===== src/pmr_map.svh =====
// Function
// - Writing one to the soft reset bit returns every other register bit to its default and power-cycles the regulator outputs.
// - The soft reset bit clears itself during the reset action, defaults to zero and always reads back zero.
// - A two-bit read/write field picks the long ON-key press time (00 4 s, 01 8 s, 10 12 s, 11 16 s) and defaults to 01.
// - The watchdog kick register at 0Dh is write-only, with five reserved upper bits defaulting to 00000 and a three-bit clear field below.
// - Writing code 001 into the watchdog clear field restarts the watchdog timer.
// - Any other code in the watchdog clear field leaves the watchdog alone, and the field defaults to 000.
// - The charger control register at 10h is read/write and holds the five-bit charger write guard in bits 7 to 3, defaulting to 00000.
// - While the charger write guard holds exactly 10101, writes to the guarded registers are accepted.
// - While the charger write guard holds any other value, writes to the guarded registers are dropped and their contents kept.
// - Bit 2 of the charger control register enables thermistor control when 1, disables it when 0, and defaults to 0.
// - Bit 1 of the charger control register turns the fast-charge and pre-qualification timers on when 1, off when 0, and defaults to 1.
// - Bit 0 of the charger control register enables the linear battery charger when 1, disables it when 0, and defaults to 1.
// - The charger current register at 11h is one of the registers guarded by the charger write guard.
`ifndef PMR_MAP_SVH
`define PMR_MAP_SVH

// register byte offsets
`define PMR_ADDR_CTL3 8'h0c
`define PMR_ADDR_WDOG 8'h0d
`define PMR_ADDR_CHG0 8'h10
`define PMR_ADDR_CHG1 8'h11

// top control 3 fields
`define PMR_SRST_BIT 2
`define PMR_GLT_MSB 1
`define PMR_GLT_LSB 0
`define PMR_GLT_RST 2'h1
`define PMR_CTL3_PAD 6'h00

// watchdog kick fields
`define PMR_WDOG_MSB 2
`define PMR_WDOG_LSB 0
`define PMR_WDOG_KICK 3'h1

// charger control 0 fields
`define PMR_LOCK_MSB 7
`define PMR_LOCK_LSB 3
`define PMR_LOCK_KEY 5'h15
`define PMR_LOCK_RST 5'h00
`define PMR_NTC_BIT 2
`define PMR_NTC_RST 1'h0
`define PMR_TMR_BIT 1
`define PMR_TMR_RST 1'h1
`define PMR_CHGEN_BIT 0
`define PMR_CHGEN_RST 1'h1

// charger current register reset value
`define PMR_CHG1_RST 8'h08
`define PMR_RD_ZERO 8'h00

// regulator off time during a soft reset, rounded up to clock cycles
`define PMR_CLK_NS 4
`define PMR_PWR_OFF_NS 1000
`define PMR_PWR_OFF_CYC ((`PMR_PWR_OFF_NS + `PMR_CLK_NS - 1) / `PMR_CLK_NS)

`endif


===== src/pmr_pkg.sv =====
package pmr_pkg;
  // soft reset sequencer states, one-hot
  typedef enum logic [2:0] {
    PMR_IDLE = 3'b001,
    PMR_CLEAR = 3'b010,
    PMR_OFF = 3'b100
  } pmr_seq_state_t;
  typedef logic [7:0] pmr_byte_t;
endpackage : pmr_pkg


===== src/pmr_guard_reg.sv =====
`include "pmr_map.svh"
// one register whose writes only land while the charger guard is open
module pmr_guard_reg #(
  parameter int WIDTH = 8,
  parameter logic [WIDTH-1:0] RESET_VALUE = '0
) (
  input wire logic clk, // system clock
  input wire logic rst, // sync reset, active high
  input wire logic clear, // soft reset, restores default
  input wire logic wr, // write strobe for this register
  input wire logic open, // guard holds the unlock key
  input wire logic [WIDTH-1:0] wdata, // write data
  output logic [WIDTH-1:0] value // stored contents
);
  logic [WIDTH-1:0] next_value;

  // soft reset wins over a write in the same cycle
  always_comb begin
    next_value = value;
    if (clear) begin
      next_value = RESET_VALUE;
    end else if (wr && open) begin
      next_value = wdata;
    end
  end

  always_ff @(posedge clk) begin
    if (rst) begin
      value <= RESET_VALUE;
    end else begin
      value <= next_value;
    end
  end
endmodule : pmr_guard_reg


===== src/pmr_reset_seq.sv =====
`include "pmr_map.svh"
// soft reset sequencer: one clear pulse, then the regulators held off
module pmr_reset_seq
  import pmr_pkg::*;
#(
  parameter int OFF_CYCLES = `PMR_PWR_OFF_CYC
) (
  input wire logic clk, // system clock
  input wire logic rst, // sync reset, active high
  input wire logic start, // soft reset requested
  output logic clear_pulse, // one cycle, resets other banks
  output logic power_off // regulators held off
);
  localparam int CW = $clog2(OFF_CYCLES + 1);
  localparam logic [CW-1:0] CNT_LAST = CW'(OFF_CYCLES - 1);

  pmr_seq_state_t state;
  pmr_seq_state_t next_state;
  logic [CW-1:0] cnt;
  logic [CW-1:0] next_cnt;

  // a new request during the off time restarts the whole sequence
  always_comb begin
    next_state = state;
    next_cnt = cnt;
    case (state)
      PMR_IDLE: begin
        if (start) begin
          next_state = PMR_CLEAR;
        end
      end
      PMR_CLEAR: begin
        next_state = PMR_OFF;
        next_cnt = CNT_LAST;
      end
      PMR_OFF: begin
        if (start) begin
          next_state = PMR_CLEAR;
        end else if (cnt == '0) begin
          next_state = PMR_IDLE;
        end else begin
          next_cnt = cnt - CW'(1);
        end
      end
      default: begin
        next_state = PMR_IDLE;
      end
    endcase
  end

  always_ff @(posedge clk) begin
    if (rst) begin
      state <= PMR_IDLE;
      cnt <= '0;
    end else begin
      state <= next_state;
      cnt <= next_cnt;
    end
  end

  assign clear_pulse = state[1];
  assign power_off = state[2];
endmodule : pmr_reset_seq


===== src/pmr_top.sv =====
`include "pmr_map.svh"
// top control tail, watchdog kick and charger control registers
module pmr_top
  import pmr_pkg::*;
#(
  parameter int OFF_CYCLES = `PMR_PWR_OFF_CYC
) (
  input wire logic REF_CLK, // 250 MHz system clock
  input wire logic RST, // sync reset, active high
  input wire logic REG_WR, // byte write strobe from i2c slave
  input wire logic REG_RD, // byte read strobe from i2c slave
  input wire pmr_pkg::pmr_byte_t REG_ADDR, // register offset
  input wire pmr_pkg::pmr_byte_t REG_WDATA, // write data
  output pmr_pkg::pmr_byte_t REG_RDATA, // read data, valid with REG_RVALID
  output logic REG_RVALID, // read answer pulse
  output logic [1:0] LONG_PRESS_SEL, // key long press time code
  output logic WDOG_RESTART, // watchdog restart pulse
  output logic CHG_GUARD_OPEN, // guard holds the unlock key
  output logic THERM_EN, // thermistor control enable
  output logic TIMERS_EN, // charge timers enable
  output logic CHARGER_EN, // linear charger enable
  output pmr_pkg::pmr_byte_t CHG_CURRENT_REG, // guarded charger current register
  output logic REGS_RESET, // one-cycle reset to other banks
  output logic REG_POWER_OFF // regulators held off
);
  import pmr_pkg::*;

  // address match, used by every write strobe decode
  function automatic logic hit(input pmr_byte_t addr, input pmr_byte_t target);
    return addr == target;
  endfunction : hit

  logic [1:0] key_long_press_time_sel;
  logic [1:0] next_key_long_press_time_sel;
  logic [4:0] charger_write_guard;
  logic [4:0] next_charger_write_guard;
  logic guard_open;
  logic next_guard_open;
  logic thermistor_control_enable;
  logic next_thermistor_control_enable;
  logic charge_timers_enable;
  logic next_charge_timers_enable;
  logic battery_charger_enable;
  logic next_battery_charger_enable;
  logic wdog_kick;
  logic next_wdog_kick;
  pmr_byte_t rdata;
  pmr_byte_t next_rdata;
  logic rvalid;
  logic next_rvalid;
  pmr_byte_t charger_current_register;
  logic wr_ctl3;
  logic wr_wdog;
  logic wr_chg0;
  logic wr_chg1;
  logic soft_reset_bit;
  logic [2:0] watchdog_clear_code;
  logic regs_clear;
  logic pwr_off;

  // strobe decode; the i2c slave gives one strobe per byte
  assign wr_ctl3 = REG_WR && hit(REG_ADDR, `PMR_ADDR_CTL3);
  assign wr_wdog = REG_WR && hit(REG_ADDR, `PMR_ADDR_WDOG);
  assign wr_chg0 = REG_WR && hit(REG_ADDR, `PMR_ADDR_CHG0);
  assign wr_chg1 = REG_WR && hit(REG_ADDR, `PMR_ADDR_CHG1);
  // zero written here is no request
  assign soft_reset_bit = wr_ctl3 && REG_WDATA[`PMR_SRST_BIT];
  assign watchdog_clear_code = REG_WDATA[`PMR_WDOG_MSB:`PMR_WDOG_LSB];

  // register next values; soft reset outranks any write in its cycle
  always_comb begin
    next_key_long_press_time_sel = key_long_press_time_sel;
    next_charger_write_guard = charger_write_guard;
    next_thermistor_control_enable = thermistor_control_enable;
    next_charge_timers_enable = charge_timers_enable;
    next_battery_charger_enable = battery_charger_enable;
    if (soft_reset_bit) begin
      next_key_long_press_time_sel = `PMR_GLT_RST;
      next_charger_write_guard = `PMR_LOCK_RST;
      next_thermistor_control_enable = `PMR_NTC_RST;
      next_charge_timers_enable = `PMR_TMR_RST;
      next_battery_charger_enable = `PMR_CHGEN_RST;
    end else begin
      if (wr_ctl3) begin
        next_key_long_press_time_sel = REG_WDATA[`PMR_GLT_MSB:`PMR_GLT_LSB];
      end
      if (wr_chg0) begin
        next_charger_write_guard = REG_WDATA[`PMR_LOCK_MSB:`PMR_LOCK_LSB];
        next_thermistor_control_enable = REG_WDATA[`PMR_NTC_BIT];
        next_charge_timers_enable = REG_WDATA[`PMR_TMR_BIT];
        next_battery_charger_enable = REG_WDATA[`PMR_CHGEN_BIT];
      end
    end
    // open flag tracks the stored key
    next_guard_open = next_charger_write_guard == `PMR_LOCK_KEY;
  end

  always_ff @(posedge REF_CLK) begin
    if (RST) begin
      key_long_press_time_sel <= `PMR_GLT_RST;
      charger_write_guard <= `PMR_LOCK_RST;
      guard_open <= 1'b0;
      thermistor_control_enable <= `PMR_NTC_RST;
      charge_timers_enable <= `PMR_TMR_RST;
      battery_charger_enable <= `PMR_CHGEN_RST;
    end else begin
      key_long_press_time_sel <= next_key_long_press_time_sel;
      charger_write_guard <= next_charger_write_guard;
      guard_open <= next_guard_open;
      thermistor_control_enable <= next_thermistor_control_enable;
      charge_timers_enable <= next_charge_timers_enable;
      battery_charger_enable <= next_battery_charger_enable;
    end
  end

  // watchdog kick: the field is never stored, only the matching code acts
  always_comb begin
    next_wdog_kick = wr_wdog && (watchdog_clear_code == `PMR_WDOG_KICK);
  end

  always_ff @(posedge REF_CLK) begin
    if (RST) begin
      wdog_kick <= 1'b0;
    end else begin
      wdog_kick <= next_wdog_kick;
    end
  end

  // read path; reads see the value before a same-cycle write lands
  always_comb begin
    next_rvalid = REG_RD;
    next_rdata = `PMR_RD_ZERO;
    if (REG_RD) begin
      case (REG_ADDR)
        `PMR_ADDR_CTL3: begin
          next_rdata = {`PMR_CTL3_PAD, key_long_press_time_sel};
        end
        `PMR_ADDR_WDOG: begin
          next_rdata = `PMR_RD_ZERO;
        end
        `PMR_ADDR_CHG0: begin
          next_rdata = {charger_write_guard, thermistor_control_enable,
                        charge_timers_enable, battery_charger_enable};
        end
        `PMR_ADDR_CHG1: begin
          next_rdata = charger_current_register;
        end
        default: begin
          next_rdata = `PMR_RD_ZERO;
        end
      endcase
    end
  end

  always_ff @(posedge REF_CLK) begin
    if (RST) begin
      rvalid <= 1'b0;
      rdata <= `PMR_RD_ZERO;
    end else begin
      rvalid <= next_rvalid;
      rdata <= next_rdata;
    end
  end

  pmr_guard_reg #(
    .WIDTH(8),
    .RESET_VALUE(`PMR_CHG1_RST)
  ) u_chg1 (
    .clk(REF_CLK),
    .rst(RST),
    .clear(soft_reset_bit),
    .wr(wr_chg1),
    .open(guard_open),
    .wdata(REG_WDATA),
    .value(charger_current_register)
  );

  pmr_reset_seq #(
    .OFF_CYCLES(OFF_CYCLES)
  ) u_seq (
    .clk(REF_CLK),
    .rst(RST),
    .start(soft_reset_bit),
    .clear_pulse(regs_clear),
    .power_off(pwr_off)
  );

  // every output is a flop, here or inside the two submodules
  assign REG_RDATA = rdata;
  assign REG_RVALID = rvalid;
  assign LONG_PRESS_SEL = key_long_press_time_sel;
  assign WDOG_RESTART = wdog_kick;
  assign CHG_GUARD_OPEN = guard_open;
  assign THERM_EN = thermistor_control_enable;
  assign TIMERS_EN = charge_timers_enable;
  assign CHARGER_EN = battery_charger_enable;
  assign CHG_CURRENT_REG = charger_current_register;
  assign REGS_RESET = regs_clear;
  assign REG_POWER_OFF = pwr_off;

  // length of the current power-off run; a counter keeps the property
  // short where a repetition of OFF_CYCLES would not unroll
  localparam int RW = $clog2(OFF_CYCLES + 2);
  localparam logic [RW-1:0] RUN_FULL = RW'(OFF_CYCLES);
  logic [RW-1:0] off_run;
  logic [RW-1:0] next_off_run;

  always_comb begin
    next_off_run = '0;
    if (pwr_off) begin
      next_off_run = off_run + RW'(1);
    end
  end

  always_ff @(posedge REF_CLK) begin
    if (RST) begin
      off_run <= '0;
    end else begin
      off_run <= next_off_run;
    end
  end
endmodule : pmr_top


===== config.mk =====
export PLATFORM = sky130hd
export DESIGN_NAME = pmr_top
export DESIGN_NICKNAME = d
export VERILOG_FILES = /design/src/pmr_pkg.sv /design/src/pmr_guard_reg.sv /design/src/pmr_reset_seq.sv /design/src/pmr_top.sv
export VERILOG_INCLUDE_DIRS = /design/src
export SDC_FILE = /design/constraint.sdc
export NUM_CORES = 1
export LEC_CHECK = 0
export BUFFER_PORTS_ARGS = -buffer_cell sky130_fd_sc_hd__buf_4
export CORE_UTILIZATION = 53
export CTS_CLUSTER_DIAMETER = 100
export DETAILED_ROUTE_END_ITERATION = 12
export GPL_TIMING_DRIVEN = 1
export PLACE_DENSITY = 0.79
export RECOVER_POWER = 100
export SYNTH_ARGS = -nofsm -noshare
export SYNTH_HDL_FRONTEND = slang
export SYNTH_SLANG_ARGS = --single-unit

===== constraint.sdc =====
create_clock -name REF_CLK -period 2.35 [get_ports REF_CLK]
set_clock_uncertainty 0.05 [all_clocks]
set_input_delay 0.235 -clock REF_CLK [delete_from_list [all_inputs] [get_ports REF_CLK]]
set_output_delay 0.235 -clock REF_CLK [all_outputs]
set_load 0.02 [all_outputs]

# After elaboration in Yosys (flattened, before gate mapping)
# Index checks and enable logic that the tools add are counted.
# totals
ff_bits	40
latch_bits	0
ram_bits	0
mem_bits_ro	0
inputBits	20
output_inout_bits	26
wordCells	50
mem_count	0
# classes
addsub	1
n_mul	0
div_mod_pow	0
order_cmp	0
n_eq_ne	13
n_shift	0
mux	10
n_bitwise	1
reduce_logical	13
# ops
cell	n
8-bit one-hot mux with 3 select lines	1
8-bit by 4-bit equality test with 1-bit output (second input constant)	2
8-bit by 5-bit equality test with 1-bit output (second input constant)	2
8-bit two-way mux	2
8-bit one-hot mux with 2 select lines	1
5-bit two-way mux	2
3-bit two-way mux	3
3-bit one-hot mux with 3 select lines	1
8-bit logical NOT	1
8-bit by 1-bit subtractor with 8-bit output (second input constant)	1
1-bit logical AND	7
3-bit by 1-bit equality test with 1-bit output (second input constant)	2
2-bit inequality test (second input constant)	3
5-bit equality test (second input constant)	1
2-bit OR reduction	2
3-bit by 2-bit equality test with 1-bit output (second input constant)	1
3-bit equality test (second input constant)	1
3-bit by 2-bit inequality test with 1-bit output (second input constant)	1
3-bit AND reduction	1
2-bit AND reduction	1
2-bit nonzero test	1
1-bit NOT	1

# Longest topological paths before layout
# Gate-level depths: netlist of the first run.
# logic_depth
depth_word	5
mapped_depth	6
mapped_depth_nobuf	6

# Modules after synthesis
# From an unflattened synthesis of the first run, not the netlist that was laid out.
# hier_totals
hier_cells	185
hier_area_um2	1824.2
# by_module_without_submodules
module	instances	cells_each	area_per_inst_um2	seq_area_each_um2
pmr_top	1	83	872.1	420.4
pmr_reset_seq	1	66	595.6	220.2
pmr_guard_reg	1	36	356.6	160.2

# Least setup slack after synthesis of the first run
# OpenSTA, ideal clock, no wires.
# synth_timing
path_kind	register to register
startpoint	reg u_seq.state[2]
endpoint	reg u_seq.cnt[3]
setup_time_ns	0.103
arrival_ns	1.706
required_time_ns	2.197
setup_slack_ns	0.490
stages_incl_launch_ff	6
n_path_buf	1
period_less_slack_ns	1.860
path_cell_list	dfxtp_1 or3b_1 buf_6 a41oi_4 a21oi_4 a2111oi_2
# synth_via
elab_chain_cells	3
word_cells_on_any_way	7
cone_classes	eq/ne (4); mux (1); reduce/logical (2)
# synth_lines
item	line	source
start: declaration	pmr_reset_seq.sv:17	pmr_seq_state_t state;
start signal: assignment	pmr_reset_seq.sv:56	state <= next_state;
3-bit equality test or 3-bit by 2-bit equality test with 1-bit output (tied branches)	pmr_reset_seq.sv:26	case (state)
2-bit inequality test (no line) or 2-bit nonzero test (tied branches)	n/a	
3-bit AND reduction (no line)	n/a	
end signal: assignment	pmr_reset_seq.sv:57	cnt <= next_cnt;
end: declaration	pmr_reset_seq.sv:19	logic [CW-1:0] cnt;
# Parallel ways exist; a longest one is shown, timed or not.
# A chain may end at the register's enable or synchronous reset.

# Worst setup path after layout of the first run
# layout_timing
startpoint	reg u_seq.state[2]
endpoint	reg u_seq.cnt[6]
# Same word-level chain as after synthesis.

==> results of run 1 <==
==> tightest hold or removal path, stage by stage <==
cell and delay (ns):
buf_4 0.08, mux2i_1 0.06, nor2_1 0.07
==> worst max path at each step <==
stage                     cells after the start           end      startpoint
final                                         4  u_seq.cnt[6]  u_seq.state[2]
after global routing                          4  u_seq.cnt[7]  u_seq.state[2]
after CTS                                     4  u_seq.cnt[6]  u_seq.state[2]
after detailed placement                      5  u_seq.cnt[3]     REG_ADDR[1]
after global placement                        5  u_seq.cnt[3]     REG_ADDR[1]
after floorplan                               5  u_seq.cnt[3]  u_seq.state[2]
==> sequential cells by signal, indices dropped and copies added (netlist names) <==
signal               count
REG_RDATA                8
u_chg1.value             8
u_seq.cnt                8
charger_write_guard      5
u_seq.state              3
LONG_PRESS_SEL           2
CHARGER_EN               1
CHG_GUARD_OPEN           1
REG_RVALID               1
THERM_EN                 1
TIMERS_EN                1
WDOG_RESTART             1
==> cells in the final DEF, fill, tap and decap left out, types with 3 or more instances in the layout <==
cell       count
clkbuf_8       5
o211ai_1       3
nor4b_1        4
dfxtp_1       40
nor3_1         5
nor2_1        23
nand3_1       13
a2111oi_0      3
mux2i_1       17
and4_1         5
buf_4         19
inv_1         10
a21o_1         3
o21a_1         3
clkbuf_1      31
o31a_1         3
nand2_1        8
a21oi_1        5
nand4_1        5
and3_1         3
and2_1         3
==> area by class of cell <==
| class | instances | area share [%] |
|---|---|---|
| tap | 46 | 2.49 |
| clock inverter | 2 | 1.52 |
| inverter | 10 | 1.62 |
| timing repair buffer | 49 | 11.0 |
| clock buffer | 6 | 3.14 |
| multi-input combinational | 146 | 45.6 |
| sequential | 40 | 34.6 |
==> routing by layer <==
| layer | wire (um) | share of wire [%] |
|---|---|---|
| met1 | 2020 | 45 |
| met2 | 2220 | 49 |
| met3 | 227 | 5.0 |
| met4 | 65 | 1.4 |
| met5 | 0 | 0 |
==> kinds of logic after synthesis <==
family / after synthesis / share of synthesized area, %
adder cells (fa/ha/maj): 2 / 1.27
buffers and inverters: 20 / 4.38
multiplexers: 17 / 8.63
flip-flops: 40 / 40.6
AND/OR/NAND/NOR: 87 / 27.3
XOR/XNOR: 1 / 0.444
AO/OA/AOI/OAI: 39 / 17.3
==> power by group through the flow <==
stage	Clock, mW	Sequential [mW]	Combinational [mW]
after floorplan	0	0.696	0.0337
after global placement	0	0.695	0.0809
after detailed placement	0	0.695	0.0817
after CTS	0.553	0.679	0.0820
after global routing	0.587	0.679	0.0841
final	0.549	0.679	0.0770
==> out/results.ini, run 1 <==
[worst_setup_path]
critical-path-top-delay-family=compound AO/OA/AOI/OAI gates
reg2reg_from=u_seq.state[2]
cp_cell_sequence=or3b_1, a41oi_4, a21oi_4, a2111oi_0
critPathSlowestCell=or3b_1
crit_arrival_ns=2.16
r2r_cells=4
slowest_delay_ns=0.53
cp.required_ns=2.48
crit_type=reg2reg
r2r_end=u_seq.cnt[6]
endpoint_kind=register
r2r_slack_ns=0.32
cp.buffers_inverters=0
critPathMaxFanout=8
worstSetupStartpointType=register

[power_and_ir_drop]
p_sw_mw=0.279
ir_worst_vdd_uv=315
pwr-share-seq_pct=52.0
internal-power_mw=1.03
clockPowerShare_pct=42.1
power_leakage_nw=0.908
power_mw=1.31
switching_share_pct=21.4
p_comb_share_pct=5.9
power.density_nw_per_um2=564

[cells_and_area]
drive_gt1_share_pct=14.2
multi_input_area_um2=1050
regArea_um2=801
antenna_cells=0
area_growth_pct=17.3
fin_area_um2=2310
fin_cells=299
fill_cells=334
layout.nets=274
fin_util_pct=67.2

[placement]
gp_congestion=0.889
dp_hpwl_um=3400
placedCellCount=291
placed_area_um2=2350
dp_slack_ns=0.180
port_buffers=45

[synthesis]
synthesis.area_um2=1970
synth.most_common_cell=dfxtp_1
ys_top_cells_by_area=dfxtp_1 (41%), mux2i_1 (8.6%), nor2_1 (4.4%)
synth.distinct_cells=51
synth_nets=228
async_flop_share_pct=0
syn_area_per_cell_um2=9.57
synth_largest_area_cell=dfxtp_1
ys_seq_area_share_pct=40.6
synth_edf_count=0
yosys_warnings=0
ys_ff_latch=40
synth_ff_type=dfxtp_1
syn_inst=206
synth_commonest_cells=dfxtp_1 (40), nor2_1 (23), mux2i_1 (17)
netlist.area_leader.share_pct=40.6

[sta]
slew_headroom_pct=62.1
fin_ws_ns=0.316
rsz0062_at_grt=no
finalSetupViolations=0
period_share_pct=86.6
finalMaxSlewViolations=0
fin_hold_ws_ns=0.137
fin_setup_tns_ns=0
finalHoldViolations=0
worstMarginPinSlew_ns=0.567
fin_crit_ns=2.03
fmax_ghz=0.492

[grt]
grt_max_degree=15
groute.layer.met1.usage_pct=30.6
antenna_found_initial=0
grt_first_pass_wirelength_um=7680
track_usage_pct=24.9
grt_pass1_vias=1628
grtUsageMet2_pct=42.2
overflow=0
busiest_layer=met2
grt_use_met3_pct=6.57

[floorplanning]
row_count=21
io_pins=46
start_util_pct=57.3
die_area_um2=3970
core_um2=3440
die_y_um=63.0
dieWidth_um=63.0

[route]
num_vias=1734
wl_per_cell_um=15.2
drc=0
dr.pass1.iters=4
postRouteAntennaNets=0
viasPerCell=5.80
drtIter0Drc=82
wirelength_um=4540

[clock_tree]
clk_latency_ns=0.29
cts_buffers=5
ctsResizeCount=0
root_buffer=clkbuf_8
cts.path.max_buffers=2
cts_tree=yes
clk_pin_slew_worst_paths_ns=0.08
cts_sinks=40
cts_setup_buffers=0
htree_num_levels=2
cts_hold_buf=0

[job]
drv_cap=0

[hold_path]
holdPathStages=3
hold_class=in2reg
min_to=u_chg1.value[5]
worstHoldStart=REG_WDATA[5]

[outcome]
status=complete, no violations

Power figures use the tool's default switching activity.
==> inputs of run 2 (changes only) <==
- CORE_ASPECT_RATIO: unset -> 1.75
==> run 2 against run 1 <==
Net effect:
- wire length rose by 4.4%
- setup slack worse by 0.039 ns
- final area is 0.54% lower
- count of clock-buffer cells in the layout unchanged
- critical path type is now in2reg
- total power is 6.4% lower
- combinational power rose by 0.5%
- die area is 0.25% higher
- global-route usage is 1.9 points higher
- hold slack better by 0.0063 ns
==> out/results.ini, run 2 (same netlist as run 1, synthesis figures left out) <==
[clock_tree]
clk_pin_slew_worst_paths_ns=0.07  ; about the same
root_buffer=clkbuf_8
cts_tree=yes
cts_buffers=5  ; unchanged
cts_sinks=40  ; unchanged
cts_setup_buffers=0  ; unchanged
htree_num_levels=2  ; unchanged
ctsResizeCount=0  ; unchanged
cts.path.max_buffers=2  ; unchanged
cts_hold_buf=0  ; unchanged
clk_latency_ns=0.29  ; about the same

[placement]
port_buffers=45  ; unchanged
placedCellCount=292  ; +0.34%
gp_congestion=0.817  ; -8.1%
dp_slack_ns=0.354  ; +0.174 ns
dp_hpwl_um=3550  ; +4.4%

[worst_setup_path]
endpoint_kind=register
crit_type=in2reg
worstSetupStartpointType=input port
cp.required_ns=2.49  ; about the same
critPathMaxFanout=14  ; +6
crit_arrival_ns=2.21  ; +0.05 ns

[cells_and_area]
final_cell_mix=dfxtp_1 (40), clkbuf_1 (30), nor2_1 (23)
layout.nets=275  ; +0.36%
multi_input_area_um2=1050  ; -0.47%
mostFrequentLayoutCell=dfxtp_1
fill_cells=329  ; -1.5%
regArea_um2=801  ; unchanged
drive_gt1_share_pct=15.7  ; +1.5 points
antenna_cells=0  ; unchanged
area_growth_pct=16.6
fin_cells=300  ; +0.33%

[grt]
grt_first_pass_wirelength_um=7520  ; -2.1%
grt_pass1_vias=1639  ; +0.68%
grt_max_degree=15  ; unchanged
overflow=0  ; unchanged
track_usage_pct=26.8  ; +1.9 points
antenna_found_initial=0  ; unchanged

[floorplanning]
core_um2=3590  ; +4.4%
die_y_um=82.7  ; +31%
dieWidth_um=48.1  ; -24%
io_pins=46  ; unchanged
start_util_pct=54.9  ; -2.4 points
row_count=29  ; +38%
die_area_um2=3980  ; +0.25%

[route]
drc=0  ; unchanged
viasPerCell=5.76  ; -0.62%
drtIter0Drc=53  ; -35%
num_vias=1729  ; -0.29%
dr.pass1.iters=4  ; unchanged
postRouteAntennaNets=0  ; unchanged
wirelength_um=4740  ; +4.4%
wl_per_cell_um=15.8  ; +4.1%

[power_and_ir_drop]
internal-power_mw=0.945  ; -7.9%
power.density_nw_per_um2=531  ; -5.9%
switching_share_pct=22.7  ; +1.3 points
clockPowerShare_pct=38.1  ; -4.0 points
p_comb_share_pct=6.3  ; +0.4 points
power_leakage_nw=0.917  ; +0.99%
pwr-share-seq_pct=55.5  ; +3.5 points
p_sw_mw=0.277  ; -0.78%
ir_worst_vdd_uv=431  ; +37%

[sta]
worstMarginPinSlew_ns=0.614  ; +0.0469 ns
finalMaxSlewViolations=0  ; unchanged
fmax_ghz=0.482  ; -1.9%
finalHoldViolations=0  ; unchanged
fin_hold_ws_ns=0.143  ; +0.00632 ns
fin_crit_ns=2.07  ; +0.0388 ns
fin_setup_tns_ns=0  ; unchanged
slew_headroom_pct=59.1  ; -3.0 points
period_share_pct=88.2  ; +1.7 points
finalSetupViolations=0  ; unchanged
rsz0062_at_grt=no
fin_ws_ns=0.277  ; -0.0388 ns

[hold_path]
hold_class=in2reg

[job]
drv_cap=0  ; unchanged

[outcome]
status=complete, no violations

## run 2: routing by layer
layer / track usage (%) / part of all wire [%] / vias up
met3: 5.22 / 4.0 / 14
met4: 13.1 / 3.3 / 0
met2: 48.4 / 53 / 54
met5: 0 / 0 / -
met1: 27.3 / 39 / 801
li1: - / - / 860
## run 2: final timing paths
path	startpoint	to	slack, ns	depth (start not counted)
max reg2reg	u_seq.state[2]	u_seq.cnt[3]	0.32	4
min reg2reg	charger_write_guard[4]	REG_RDATA[7]	0.44	2
min	REG_WDATA[6]	u_chg1.value[6]	0.14	3
max	REG_ADDR[1]	u_seq.cnt[7]	0.28	6
## run 2: power groups by stage
| stage | clock network, mW | logic [mW] | registers [mW] |
|---|---|---|---|
| finish | 0.466 | 0.0774 | 0.679 |
| global route | 0.504 | 0.0834 | 0.679 |
| CTS | 0.472 | 0.0827 | 0.679 |
| detailed placement | 0 | 0.0824 | 0.695 |
| floorplan | 0 | 0.0337 | 0.696 |
| global placement | 0 | 0.0817 | 0.695 |
## run 2: stage by stage
step / area [um2] / power (mW) / utilization [%]
floorplan: 1970 / 0.730 / -
global placement: 2360 / 0.776 / 65.6
detailed placement: 2360 / 0.777 / 65.6
CTS: 2450 / 1.23 / 68.2
global route: 2300 / 1.27 / 64.0
finish: 2300 / 1.22 / 64.0
## run 2: cell type report
| type | instances | share of cell area (%) |
|---|---|---|
| multi-input combinational | 146 | 45.6 |
| sequential | 40 | 34.8 |
| timing repair buffer | 50 | 11.4 |
| clock buffer | 6 | 3.59 |
| tap | 46 | 2.50 |
| inverter | 10 | 1.63 |
| clock inverter | 2 | 0.435 |
## run 2: critical path, stage by stage
cell and delay (ns):
clkbuf_4 0.11, nor4_1 0.47, clkbuf_1 0.47, and4_1 0.49, nor4b_1 0.11, a2111oi_2 0.33
==> inputs of run 3 (changes only) <==
- CORE_UTILIZATION: 53 -> 52
- MAX_ROUTING_LAYER: unset -> met4
- PLACE_DENSITY: 0.79 -> 0.78
- SYNTH_HIERARCHICAL: unset -> 1
==> run 3 against run 2 <==
Net effect:
- core utilization fell by 0.81 points
- combinational power shrank 20%
- fmax grew 0.55%
- flip-flop and latch count did not move
- sequential power about the same
- wire length decreased by 9.3%
- largest power group unchanged
==> out/results.ini, run 3 <==
[outcome]
status=complete, no violations

[cells_and_area]
drive_gt1_share_pct=18.5  ; +2.8 points
final_cell_mix=dfxtp_1 (40), clkbuf_1 (31), buf_4 (18)
fin_util_pct=63.2  ; -0.81 points
mostFrequentLayoutCell=dfxtp_1
antenna_cells=0  ; unchanged
layout.nets=253  ; -8.0%
fin_cells=277  ; -7.7%
area_growth_pct=16.5  ; about the same

[worst_setup_path]
cp.required_ns=2.52  ; +0.03 ns
cp_cell_sequence=buf_4, and4bb_2, and3_1, and2_0, nor4b_1, buf_4, o21a_1, mux2_1, nor2_2
crit_arrival_ns=2.23  ; +0.02 ns
cp.buffers_inverters=2  ; unchanged
critPathMaxFanout=12  ; -2
worstSetupStartpointType=input port
slowest_delay_ns=0.35  ; -0.14 ns
critPathSlowestCell=mux2_1
endpoint_kind=register
crit_type=in2reg
critical-path-top-delay-family=simple AND/OR/NAND/NOR gates
cpMostUsedCell=buf_4

[route]
dr.pass1.iters=4  ; unchanged
wirelength_um=4300  ; -9.3%
wl_per_cell_um=15.5  ; -1.7%
drtIter0Drc=50  ; -5.7%
num_vias=1567  ; -9.4%
postRouteAntennaNets=0  ; unchanged
drc=0  ; unchanged
viasPerCell=5.66  ; -1.8%

[synthesis]
netlist.area_leader.share_pct=43.9  ; +3.3 points
ys_seq_area_share_pct=43.9  ; +3.3 points
yosys_warnings=6  ; +6
synth.most_common_cell=dfxtp_1
syn_inst=185  ; -10%
synth_nets=207  ; -9.2%
synth_commonest_cells=dfxtp_1 (40), nor2_1 (17), mux2i_1 (16)
ys_top_cells_by_area=dfxtp_1 (44%), mux2i_1 (8.8%), a21oi_1 (4.1%)
ys_ff_latch=40  ; unchanged
syn_area_per_cell_um2=9.86  ; +3.0%
synth_ff_type=dfxtp_1
async_flop_share_pct=0  ; unchanged
synth.distinct_cells=52  ; +2.0%
synth_edf_count=0  ; unchanged
synth_largest_area_cell=dfxtp_1
synthesis.area_um2=1820  ; -7.5%

[sta]
fin_hold_ws_ns=0.0545  ; -0.0885 ns
fin_crit_ns=2.06  ; -0.0112 ns
finalHoldViolations=0  ; unchanged
finalMaxSlewViolations=0  ; unchanged
worstMarginPinSlew_ns=0.730  ; +0.117 ns
period_share_pct=87.7  ; -0.48 points
rsz0062_at_grt=no
fin_setup_tns_ns=0  ; unchanged
finalSetupViolations=0  ; unchanged
fmax_ghz=0.485  ; +0.55%
slew_headroom_pct=51.3  ; -7.8 points

[power_and_ir_drop]
ir_worst_vdd_uv=496  ; +15%
power.density_nw_per_um2=559  ; +5.1%
pwr-share-seq_pct=57.2  ; +1.7 points
p_comb_share_pct=5.2  ; -1.1 points
power_leakage_nw=0.817  ; -11%
p_sw_mw=0.272  ; -1.9%
internal-power_mw=0.916  ; -3.1%
switching_share_pct=22.9  ; +0.22 points
clockPowerShare_pct=37.7  ; -0.4 points

[clock_tree]
htree_num_levels=2  ; unchanged
cts_buffers=5  ; unchanged
cts_setup_buffers=0  ; unchanged
root_buffer=clkbuf_8
cts_sinks=40  ; unchanged
cts_tree=yes
cts.path.max_buffers=2  ; unchanged
clk_pin_slew_worst_paths_ns=0.08  ; about the same
cts_hold_buf=0  ; unchanged
clk_latency_ns=0.29  ; about the same
ctsResizeCount=0  ; unchanged

[floorplanning]
dieWidth_um=46.8  ; -2.8%
row_count=28  ; -3.4%
core_um2=3360  ; -6.4%
die_y_um=80.4  ; -2.8%
die_area_um2=3760  ; -5.5%
io_pins=46  ; unchanged
start_util_pct=54.2  ; -0.65 points

[grt]
grt_pass1_vias=1563  ; -4.6%
grt_max_degree=18  ; +3
track_usage_pct=24.6  ; -2.1 points
overflow=0  ; unchanged
grt_first_pass_wirelength_um=6630  ; -12%
antenna_found_initial=0  ; unchanged

[placement]
gp_congestion=0.817  ; about the same
dp_hpwl_um=3250  ; -8.6%
placedCellCount=269  ; -7.9%
port_buffers=45  ; unchanged

[hold_path]
hold_class=in2reg

[job]
drv_cap=0  ; unchanged

-- run 3: cell types whose count changed in the layout (fill, tap and decap cells not counted), moves of 3 or more --
cell	delta
a21bo_2	+7
nor2_1	-6
nand3_1	-4
nor4b_1	-4
o31a_1	-3
inv_1	-7
and4_1	-4
xor2_1	+3
a21oi_1	+10
-- run 3: logic make-up after synthesis --
| family | share of synthesized area [%] |
|---|---|
| flip-flops | 43.9 |
| multiplexers | 10.8 |
| adder cells (fa/ha/maj) | 1.37 |
| buffers and inverters | 4.39 |
| XOR/XNOR | 2.40 |
| AND/OR/NAND/NOR | 21.6 |
| AO/OA/AOI/OAI | 15.5 |
-- run 3: power groups by stage --
| stage | sequential (mW) | clock, mW | combinational (mW) |
|---|---|---|---|
| detailed placement | 0.695 | 0 | 0.0661 |
| floorplan | 0.696 | 0 | 0.0262 |
| global route | 0.679 | 0.476 | 0.0666 |
| global placement | 0.695 | 0 | 0.0649 |
| finish | 0.679 | 0.447 | 0.0616 |
| CTS | 0.679 | 0.455 | 0.0665 |
-- run 3: worst paths after layout --
| kind | from | to | slack [ns] | depth (start not counted) |
|---|---|---|---|---|
| min reg2reg | u_seq/cnt[5] | u_seq/cnt[5] | 0.46 | 2 |
| min | REG_ADDR[4] | WDOG_RESTART | 0.05 | 2 |
| max reg2reg | u_seq/cnt[0] | u_seq/cnt[1] | 0.38 | 6 |
| max | REG_ADDR[0] | u_seq/cnt[1] | 0.29 | 9 |
-- run 3: final cells by class --
class / count / area, um2
Clock buffer: 5 / 68.8
Clock inverter: 3 / 18.8
Fill cell: 333 / 1240
Inverter: 3 / 11.3
Multi-Input combinational cell: 131 / 911
Sequential cell: 40 / 801
Tap cell: 45 / 56.3
Timing Repair Buffer: 50 / 259
-- run 3: stage by stage --
step / area (um2) / setup slack, ns / total power [mW]
4_1_cts: 2270 / 0.437 / 1.20
5_1_grt: 2130 / 0.217 / 1.22
2_1_floorplan: 1820 / 0.235 / 0.722
6_report: 2130 / 0.288 / 1.19
3_5_place_dp: 2190 / 0.236 / 0.761
3_3_place_gp: 2190 / 0.276 / 0.760
-- run 3: layer usage --
layer | track usage, % | wire length (um)
met3 | 5.62 | 195
met5 | - | 0
met4 | 11.1 | 80
met2 | 45.7 | 2470
met1 | 21.8 | 1550
